<file path="config.mk">
export PLATFORM = sky130hd
export DESIGN_NAME = extended_accumulator_rotate_unit
export DESIGN_NICKNAME = d
export VERILOG_FILES = /design/src/rtl/accum_rotate_pkg.sv /design/src/rtl/extended_accumulator_rotate_unit.sv
export SDC_FILE = /design/constraint.sdc
export NUM_CORES = 2
export LEC_CHECK = 0
export BUFFER_PORTS_ARGS = -buffer_cell sky130_fd_sc_hd__buf_4
export CAP_MARGIN = 10
export CORE_UTILIZATION = 35
export CTS_BUF_LIST = sky130_fd_sc_hd__clkbuf_8
export CTS_CLUSTER_DIAMETER = 200
export CTS_CLUSTER_SIZE = 24
export DETAILED_ROUTE_END_ITERATION = 10
export PLACE_DENSITY = 0.54
export SLEW_MARGIN = 0
export SYNTH_ARGS = -nofsm -noshare
export SYNTH_HDL_FRONTEND = slang
export SYNTH_SLANG_ARGS = --single-unit
</file>
<file path="constraint.sdc">
create_clock -name core_clk -period 5.8 [get_ports core_clk]
set_input_delay 1.16 -clock core_clk [delete_from_list [all_inputs] [get_ports core_clk]]
set_output_delay 1.16 -clock core_clk [all_outputs]
set_load 0.1 [all_outputs]
</file>
<file path="src/rtl/accum_rotate_pkg.sv">
// Constants and types for the extended accumulator and rotate unit
package accum_rotate_pkg;
  localparam int ExtWidth = 8;
  localparam logic [5:0] OpcSpecial = 6'h00;
  localparam logic [5:0] OpcGroupB = 6'h1c;
  localparam logic [5:0] FnRotImm = 6'h02;
  localparam logic [5:0] FnRotVar = 6'h06;
  localparam logic [5:0] FnFeed = 6'h13;
  localparam logic [5:0] FnMult = 6'h19;
  localparam logic [5:0] FnMaddGrp = 6'h01;
  localparam logic [4:0] SubFeed = 5'h01;
  localparam logic [4:0] SubPoly = 5'h11;
  localparam logic [4:0] SubUnsigned = 5'h00;
  localparam logic [4:0] SubMadd = 5'h00;
  localparam logic [4:0] SubPerm = 5'h12;
  localparam int PermShift = 6;
  localparam logic [31:0] WordReset = 32'h0000_0000;
  typedef enum logic [3:0] {
    OP_NONE, OP_MULTIPLY_ADD_UNSIGNED, OP_DRAIN, OP_FEED, OP_POLY, OP_MULU, OP_PERM, OP_ROTI, OP_ROTV, OP_RESV
  } op_e;
endpackage : accum_rotate_pkg

</file>
<file path="src/rtl/extended_accumulator_rotate_unit.sv">
// Extended accumulator, multiply, permute and rotate execution unit
`timescale 1ns/100ps
`default_nettype none
module extended_accumulator_rotate_unit (
  input wire logic core_clk, // Core clock, 250 MHz
  input wire logic rst_n, // Asynchronous reset, active low
  input wire logic issueValid, // Instruction issued this cycle
  input wire logic [31:0] instrWord, // Decoded instruction word
  input wire logic [31:0] sourceA, // Value of source_a_index register
  input wire logic [31:0] sourceB, // Value of source_b_index register
  input wire logic wideEnable, // 64-bit operation available and enabled
  input wire logic archRev2, // Architecture revision two or later
  input wire logic ext_present_flag, // Extension present
  input wire logic drainIsMove, // Issued word is the drain instruction
  output logic resultValid, // Register result valid
  output logic [31:0] resultData, // Result for target register
  output logic reservedTrap, // Reserved-instruction exception pulse
  output logic [accum_rotate_pkg::ExtWidth-1:0] carry_extension_bits, // Extension bits
  output logic [31:0] upper_product_word, // Upper product word
  output logic [31:0] bottom_product_word // Bottom product word
);
  // Extension width and the part that narrow moves carry
  localparam int ExtW = accum_rotate_pkg::ExtWidth;
  localparam int ExtCut = (ExtW < 32) ? ExtW : 32;

  logic rstMeta;
  logic rstSync;
  accum_rotate_pkg::op_e op;
  logic [63:0] product;
  logic [63:0] polyProduct;
  logic [ExtW+63:0] maddSum;
  logic [5:0] permBits;
  logic [31:0] rotImm;
  logic [31:0] rotVar;
  logic [31:0] drainHi;
  logic [ExtW-1:0] feedExt;
  logic [5:0] opcode;
  logic [5:0] func;
  logic [4:0] sub;

  // Reset release through two flops
  always_ff @(posedge core_clk or negedge rst_n) begin
    if (!rst_n) begin
      rstMeta <= 1'b0;
      rstSync <= 1'b0;
    end else begin
      rstMeta <= 1'b1;
      rstSync <= rstMeta;
    end
  end

  // Instruction fields
  assign opcode = instrWord[31:26];
  assign func = instrWord[5:0];
  assign sub = instrWord[10:6];

  // Instruction decode
  always_comb begin
    op = accum_rotate_pkg::OP_NONE;
    if (opcode == accum_rotate_pkg::OpcSpecial) begin
      if (func == accum_rotate_pkg::FnRotImm && instrWord[21] && instrWord[25:22] == 4'h0) begin
        op = (archRev2 || ext_present_flag) ? accum_rotate_pkg::OP_ROTI
                                            : accum_rotate_pkg::OP_RESV;
      end else if (func == accum_rotate_pkg::FnRotVar && instrWord[6]
                   && instrWord[10:7] == 4'h0) begin
        op = (archRev2 || ext_present_flag) ? accum_rotate_pkg::OP_ROTV
                                            : accum_rotate_pkg::OP_RESV;
      end else if (func == accum_rotate_pkg::FnFeed && sub == accum_rotate_pkg::SubFeed
                   && instrWord[20:11] == 10'h000) begin
        op = accum_rotate_pkg::OP_FEED;
      end else if (func == accum_rotate_pkg::FnMult && sub == accum_rotate_pkg::SubPoly) begin
        op = accum_rotate_pkg::OP_POLY;
      end else if (func == accum_rotate_pkg::FnMult
                   && sub == accum_rotate_pkg::SubUnsigned) begin
        op = accum_rotate_pkg::OP_MULU;
      end else if (drainIsMove) begin
        // Drain has no fixed code here; the pipeline marks it
        op = accum_rotate_pkg::OP_DRAIN;
      end
    end else if (opcode == accum_rotate_pkg::OpcGroupB
                 && func == accum_rotate_pkg::FnMaddGrp) begin
      if (sub == accum_rotate_pkg::SubPerm) begin
        op = accum_rotate_pkg::OP_PERM;
      end else if (sub == accum_rotate_pkg::SubMadd) begin
        op = accum_rotate_pkg::OP_MULTIPLY_ADD_UNSIGNED;
      end
    end
    if (!issueValid) begin
      op = accum_rotate_pkg::OP_NONE;
    end
  end

  // Unsigned product and multiply-accumulate sum
  assign product = 64'(sourceA) * 64'(sourceB);
  assign maddSum = {carry_extension_bits, upper_product_word, bottom_product_word}
                   + (ExtW+64)'(product);

  // Carry-less product, one partial product per bit
  always_comb begin
    polyProduct = 64'h0;
    for (int i = 0; i < 32; i++) begin
      if (sourceB[i]) begin
        polyProduct = polyProduct ^ (64'(sourceA) << i);
      end
    end
  end

  // Six selected bits for the permute
  genvar g;
  generate
    for (g = 0; g < 6; g++) begin : gSel
      assign permBits[g] = sourceA[sourceB[g*5 +: 5]];
    end
  endgenerate

  // Right rotates
  // A zero amount shifts left by 32, which yields zero
  assign rotImm = (sourceB >> instrWord[10:6])
                  | (sourceB << (6'd32 - {1'b0, instrWord[10:6]}));
  assign rotVar = (sourceB >> sourceA[4:0])
                  | (sourceB << (6'd32 - {1'b0, sourceA[4:0]}));

  // Drain upper word and feed extension, narrowed when wide mode is off
  always_comb begin
    drainHi = 32'h0;
    feedExt = '0;
    drainHi[ExtCut-1:0] = carry_extension_bits[ExtCut-1:0];
    feedExt[ExtCut-1:0] = upper_product_word[ExtCut-1:0];
    if (wideEnable && ExtW > 32) begin
      drainHi = 32'(carry_extension_bits);
      feedExt = ExtW'(upper_product_word);
    end
  end

  // Accumulator state; no operation raises an arithmetic trap
  always_ff @(posedge core_clk or negedge rstSync) begin
    if (!rstSync) begin
      carry_extension_bits <= '0;
      upper_product_word <= accum_rotate_pkg::WordReset;
      bottom_product_word <= accum_rotate_pkg::WordReset;
    end else begin
      unique case (op)
        accum_rotate_pkg::OP_MULTIPLY_ADD_UNSIGNED: begin
          carry_extension_bits <= maddSum[ExtW+63:64];
          upper_product_word <= maddSum[63:32];
          bottom_product_word <= maddSum[31:0];
        end
        accum_rotate_pkg::OP_DRAIN: begin
          bottom_product_word <= upper_product_word;
          upper_product_word <= drainHi;
          carry_extension_bits <= '0;
        end
        accum_rotate_pkg::OP_FEED: begin
          carry_extension_bits <= feedExt;
          upper_product_word <= bottom_product_word;
          bottom_product_word <= sourceA;
        end
        accum_rotate_pkg::OP_POLY: begin
          upper_product_word <= polyProduct[63:32];
          bottom_product_word <= polyProduct[31:0];
          carry_extension_bits <= '0;
        end
        accum_rotate_pkg::OP_MULU: begin
          upper_product_word <= product[63:32];
          bottom_product_word <= product[31:0];
          carry_extension_bits <= '0;
        end
        accum_rotate_pkg::OP_PERM: begin
          // Top six extension bits fall off
          {carry_extension_bits, upper_product_word, bottom_product_word} <=
            {carry_extension_bits[ExtW-accum_rotate_pkg::PermShift-1:0], upper_product_word,
             bottom_product_word, permBits};
        end
        default: begin
        end
      endcase
    end
  end

  // Register result and reserved trap
  // Result data holds until the next drain or rotate
  always_ff @(posedge core_clk or negedge rstSync) begin
    if (!rstSync) begin
      resultValid <= 1'b0;
      resultData <= 32'h0;
      reservedTrap <= 1'b0;
    end else begin
      resultValid <= (op == accum_rotate_pkg::OP_DRAIN) || (op == accum_rotate_pkg::OP_ROTI)
                     || (op == accum_rotate_pkg::OP_ROTV);
      reservedTrap <= (op == accum_rotate_pkg::OP_RESV);
      unique case (op)
        accum_rotate_pkg::OP_DRAIN: resultData <= bottom_product_word;
        accum_rotate_pkg::OP_ROTI: resultData <= rotImm;
        accum_rotate_pkg::OP_ROTV: resultData <= rotVar;
        default: resultData <= resultData;
      endcase
    end
  end
endmodule : extended_accumulator_rotate_unit
`default_nettype wire

</file>
## Yosys cells after proc, flatten, opt, wreduce, memory -nomap -nowiden

Index checks and enable logic that the tools add are counted.
Widths: inputs -> output; s select.

| storage, ports and cells | value |
|---|---|
| flip-flop bits (word level) | 108 |
| input bits | 103 |
| output and inout port bits | 106 |

| operators by class | value |
|---|---|
| $add $sub $neg | 3 |
| multiply operators | 1 |
| $lt $le $gt $ge | 6 |
| equality and inequality tests | 18 |
| shift-type cells | 4 |
| multiplexer cells | 61 |
| bitwise gates (word level) | 33 |
| reduce and logical (&&, ||, !) cells | 21 |

Operator list:

| cell | count |
|---|---|
| $mux 64 | 31 |
| $pmux 32 s6 | 2 |
| $pmux 32 s3 | 1 |
| $add 72x64->72 | 1 |
| $mul 32x32->64 | 1 |
| $or 32x32->32 | 2 |
| $shl 32x6->32 | 2 |
| $shr 32x5->32 | 2 |
| $xor 64x33->64 | 1 |
| $xor 64x34->64 | 1 |
| $xor 64x35->64 | 1 |
| $xor 64x36->64 | 1 |
| $xor 64x37->64 | 1 |
| $xor 64x38->64 | 1 |
| $xor 64x39->64 | 1 |
| $xor 64x40->64 | 1 |
| $xor 64x41->64 | 1 |
| $xor 64x42->64 | 1 |
| $xor 64x43->64 | 1 |
| $xor 64x44->64 | 1 |
| $xor 64x45->64 | 1 |
| $xor 64x46->64 | 1 |
| $xor 64x47->64 | 1 |
| $xor 64x48->64 | 1 |
| other kinds (44) | 89 |

## Depth between registers and ports, before layout

| depth | value |
|---|---|
| depth after elaboration | 64 |
| gate-level depth with buffers | 42 |
| mapped depth without buffers | 39 |

## Least setup slack after synthesis

No wires, ideal clock.

| path | value |
|---|---|
| path kind | input to register |
| start | input port sourceB[6] |
| end | register upper_product_word[26] |
| library setup time | 0.099 ns |
| arrival | 10.817 ns |
| required time | 5.701 ns |
| path slack | -5.116 ns |
| cell stages on the path | 38 |
| path buffers | 6 |
| path through | clkbuf_1 > buf_2 > clkbuf_1 > buf_1 > nand2_1 > fa_1 > inv_1 > fa_1 > fa_1 > fa_1 > inv_1 > fa_1 > inv_1 > fa_1 > fa_1 > inv_1 > fa_1 > inv_1 > [2 not listed] > a21oi_1 > o221ai_1 > a2111oi_0 > nor3_1 > a21oi_1 > a31oi_1 > a311oi_1 > xnor2_1 > ha_1 > clkbuf_1 > nand4_1 > or3_1 > or3_1 > nor3_1 > or2_2 > a41oi_1 > xor2_1 > a311oi_1 |

| on the way | value |
|---|---|
| word-level cells in the longest chain between the ends | 52 |

Ends and longest elaborated chain:

| item | line | source |
|---|---|---|
| start, declared | extended_accumulator_rotate_unit.sv:10 | `input wire logic [31:0] sourceB,` |
| $mux 64 | extended_accumulator_rotate_unit.sv:102 | `if (sourceB[i]) begin` |
| $xor 64x39->64 | extended_accumulator_rotate_unit.sv:103 | `polyProduct = polyProduct ^ (64'(sourceA) << i);` |
| $mux 64 | extended_accumulator_rotate_unit.sv:102 |  |
| $xor 64x40->64 | extended_accumulator_rotate_unit.sv:103 |  |
| $mux 64 | extended_accumulator_rotate_unit.sv:102 |  |
| $xor 64x41->64 | extended_accumulator_rotate_unit.sv:103 |  |
| $mux 64 | extended_accumulator_rotate_unit.sv:102 |  |
| $xor 64x42->64 | extended_accumulator_rotate_unit.sv:103 |  |
| [36 not listed] | n/a |  |
| $mux 64 | extended_accumulator_rotate_unit.sv:102 |  |
| $xor 64x61->64 | extended_accumulator_rotate_unit.sv:103 |  |
| $mux 64 | extended_accumulator_rotate_unit.sv:102 |  |
| $xor 64x62->64 | extended_accumulator_rotate_unit.sv:103 |  |
| $mux 64 | extended_accumulator_rotate_unit.sv:102 |  |
| $xor 64x63->64 | extended_accumulator_rotate_unit.sv:103 |  |
| $mux 64 | extended_accumulator_rotate_unit.sv:102 |  |
| $pmux 32 s6 (*) | extended_accumulator_rotate_unit.sv:142 | `unique case (op)` |
| end signal, assigned | extended_accumulator_rotate_unit.sv:139 | `upper_product_word <= accum_rotate_pkg::WordReset;` |
| end signal, assigned | extended_accumulator_rotate_unit.sv:145 | `upper_product_word <= maddSum[63:32];` |
| end signal, assigned | extended_accumulator_rotate_unit.sv:150 | `upper_product_word <= drainHi;` |
| end, declared | extended_accumulator_rotate_unit.sv:19 | `output logic [31:0] upper_product_word,` |

Every way passes the cells marked *; elsewhere a longest branch is shown, timed or not.
A chain may end at the register's enable or synchronous reset.

## Final worst setup path

| path | value |
|---|---|
| start | input port sourceA[14] |
| end | register carry_extension_bits[3] in the netlist's numbering |

| on the way | value |
|---|---|
| word-level cells in the longest chain between the ends | 3 |

Ends and longest elaborated chain:

| item | line | source |
|---|---|---|
| start, declared | extended_accumulator_rotate_unit.sv:9 | `input wire logic [31:0] sourceA,` |
| $mul 32x32->64 | extended_accumulator_rotate_unit.sv:94 | `assign product = 64'(sourceA) * 64'(sourceB);` |
| $add 72x64->72 | extended_accumulator_rotate_unit.sv:96 | `+ (ExtW+64)'(product);` |
| $pmux 8 s4 | extended_accumulator_rotate_unit.sv:142 |  |
| end signal, assigned | extended_accumulator_rotate_unit.sv:144 | `carry_extension_bits <= maddSum[ExtW+63:64];` |
| end signal, assigned | extended_accumulator_rotate_unit.sv:154 | `carry_extension_bits <= feedExt;` |
| end signal, assigned | extended_accumulator_rotate_unit.sv:170 | `{carry_extension_bits, upper_product_word, bottom_product_word} <=` |
| end, declared | extended_accumulator_rotate_unit.sv:18 | `output logic [accum_rotate_pkg::ExtWidth-1:0] carry_extension_bits,` |

No other way between the ends.

==> flow_metrics.tcl <==
set metrics [dict create \
    viasPerCell 5.41 \
    drc 0 \
    ctsHtreeMaxLevel 3 \
    fin_nets 10595 \
    wirelength_um 297000 \
    hold_class "reg2reg" \
    syn_inst 7379 \
    report.final.setup_viol 65 \
    track_usage_pct 33.3 \
    core-area_um2 172000 \
    critical_path.max_stage_delay_ns 0.60 \
    tns_ns -216.77 \
    synth_cell_types 104 \
    drive_gt1_share_pct 35.0 \
    rrSetupSlack_ns 1.80 \
    initial_utilization_pct 35.3 \
    synth_area_leaders "fa_1 30%, xnor2_1 12%, nand2_1 6.9%" \
    rows 152 \
    outcome "finished with violations" \
    io_pins 209 \
    grt_max_degree 90 \
    dp_hpwl_um 242000 \
    synth_top_area_cell "fa_1" \
    first_iter_violations 6675 \
    vias 62704 \
    ys_seq_elements 108 \
    crit_top_cell "fa_1" \
    slew_headroom_pct 20.3 \
    syn2layout_area_growth_pct 41.9 \
    synth_nets 8711 \
    cts_buffers 9 \
    dr.pass1.iters 8 \
    fmax_ghz 0.101 \
    fin_crit_sh_pct 171 \
    antenna_found_initial 10 \
    min_period_ns 9.94 \
    ys_async_sr_fraction_pct 100 \
    crit_end "carry_extension_bits[3]" \
    multi_input_area_um2 56600 \
    crit_start "sourceA[14]" \
    synth_area_um2 60800 \
    clock_sinks 108 \
    overflow 0 \
    path_max_fanout 11 \
    path_clk_slew_ns 0.14 \
    critPathKind "in2reg" \
    die_x_um 419 \
    ff_latch_area_um2 2710 \
    dieArea_um2 175000 \
    cpMaxStageDelayCell "fa_1" \
    avgSynthCellArea_um2 8.24 \
    gp_congestion 1.03 \
    finClkSkew_ns 0.0306 \
    netlist.area_leader.share_pct 29.5 \
    cts_buffer_depth 2 \
    grt_pass1_vias 63717 \
    drv_slew 0 \
    worstReg2RegStart "bottom_product_word[0]" \
    min_delay_path_depth 0 \
    end_kind "flip-flop" \
    violations "setup timing" \
    arrival_ns 10.33 \
    worst_slew_pin_slew_ns 1.19 \
    cts_tree "built" \
    avgRoutedWirePerCell_um 25.6 \
    worst_slack_ns -4.14 \
    cts_root_buffer "clkbuf_8" \
    io_buffer_count 207 \
    hold_viol_final 0 \
    synth-edff-count 0 \
    die_h_um 419 \
    worstPathRequired_ns 6.19 \
    holdWs_ns 0.369 \
    grt_pass1_wl_um 429000 \
    reg2reg_depth 15 \
    yosysWarnings 0 \
    fillCellCount 16161 \
    rsz0062_at_grt "yes" \
    synth-seq-area-share_pct 4.45 \
    postRouteAntennaNets 0 \
    cap_violations 0 \
    cp-start-kind "primary input" \
    insertion_delay_ns 0.47 \
    synthFlopType "dfrtp_1" \
    worst_r2r_endpoint "carry_extension_bits[2]" \
]
## what timing repair did
| item | 4_1_cts | 5_1_grt |
|---|---|---|
| gates resized for setup | 707 | 227 |
| setup endpoints to repair | 66 | 66 |
| setup buffers | 171 | 32 |
| cloned | 6 | 2 |
| hold buffers | 0 | 0 |
| pin swaps | 286 | 182 |
## cell usage after synthesis (all sizes together) (15+ instances only)
master     n
a221oi    39
dfrtp    108
a31oi     68
and3      31
a211oi    60
xor2     204
xnor2    858
nor2     294
nand4     32
o22ai     43
a22oi     51
a21o      79
clkbuf   392
a21oi    341
o21bai    18
mux2      29
and2     267
nand2b    32
nor2b     22
mux2i    136
inv      997
o221ai    21
fa       896
o22a      21
nand2   1123
nor3      59
nand3     49
o211ai    36
a311oi    15
o21a      29
ha       333
o21ai    267
mux4     105
buf      123
## layout make-up
class	count	area share (%)
clock buffer	9	0.144
sequential	108	3.14
clock inverter	7	0.102
timing repair buffer	2388	23.3
inverter	1000	4.35
tap	2310	3.35
antenna	6	0.0174
multi-input combinational	5756	65.6
## flip-flops by register name, summed over array words and instances, names as in the netlist
signal                count
bottom_product_word      32
upper_product_word       32
resultValid               1
rstSync                   1
reservedTrap              1
rstMeta                   1
carry_extension_bits      8
resultData               32
## kinds of logic after synthesis
family,synth area share (%)
other,0.00617
multiplexers,6.67
XOR/XNOR,15.6
buffers and inverters,9.54
AO/OA/AOI/OAI,12.8
AND/OR/NAND/NOR,14.6
adder cells (fa/ha/maj),36.4
flip-flops,4.45
## critical path, delay by kind of cell
family	cells	cell delay (ns)
adders and majority gates	10	4.62
buffers and inverters	14	1.57
AOI/OAI and AO/OA	10	1.66
xor gates and xnor gates	1	0.40
and+or+nand+nor	6	0.90
## layout by cell type (no fill, tap or decap), drive strengths merged, types with 12 or more instances in the layout
| master | count |
|---|---|
| a211oi | 60 |
| a21o | 79 |
| a21oi | 341 |
| a221oi | 39 |
| a22oi | 51 |
| a311oi | 15 |
| a31oi | 68 |
| and2 | 267 |
| and3 | 31 |
| buf | 2383 |
| dfrtp | 108 |
| fa | 896 |
| ha | 333 |
| inv | 1000 |
| mux2 | 29 |
| mux2i | 136 |
| mux4 | 105 |
| nand2 | 1123 |
| nand2b | 32 |
| nand3 | 49 |
| nand4 | 32 |
| nor2 | 294 |
| nor2b | 22 |
| nor3 | 59 |
| nor4 | 12 |
| o211ai | 36 |
| o21a | 29 |
| o21ai | 267 |
| o21bai | 18 |
| o221ai | 21 |
| o22a | 21 |
| o22ai | 43 |
| o31ai | 13 |
| or3 | 13 |
| xnor2 | 858 |
| xor2 | 204 |
## how the worst min path moves through the flow
stage	from	to	slack, ns
5_1_grt	rstMeta	rstSync	0.38
6_report	rstMeta	rstSync	0.37
2_1_floorplan	rstMeta	rstSync	0.33
4_1_cts	rstMeta	rstSync	0.37
3_5_place_dp	rstMeta	rstSync	0.34
3_3_place_gp	rstMeta	rstSync	0.34
## layer usage
| layer | GRT usage, % | share of wire (%) | vias up |
|---|---|---|---|
| met1 | 44.0 | 41 | 31177 |
| met5 | 0 | 0.018 | - |
| met3 | 6.78 | 9.5 | 713 |
| met4 | 14.5 | 5.6 | 6 |
| met2 | 52.6 | 44 | 3198 |
| li1 | - | - | 27610 |
## stage by stage
stage / setup WS [ns] / area, um^2 / utilization [%] / instances
2_1_floorplan: -4.08 / 62900 / - / 7379
3_3_place_gp: -5.26 / 79800 / 46.4 / 11368
3_5_place_dp: -5.30 / 79800 / 46.4 / 11368
4_1_cts: -4.07 / 84900 / 49.4 / 11547
5_1_grt: -4.39 / 86200 / 50.1 / 11578
6_report: -4.14 / 86300 / 50.1 / 11584
Power is not shown: default switching activity piles up to over one toggle a cycle in this logic, so the estimate is an artifact.
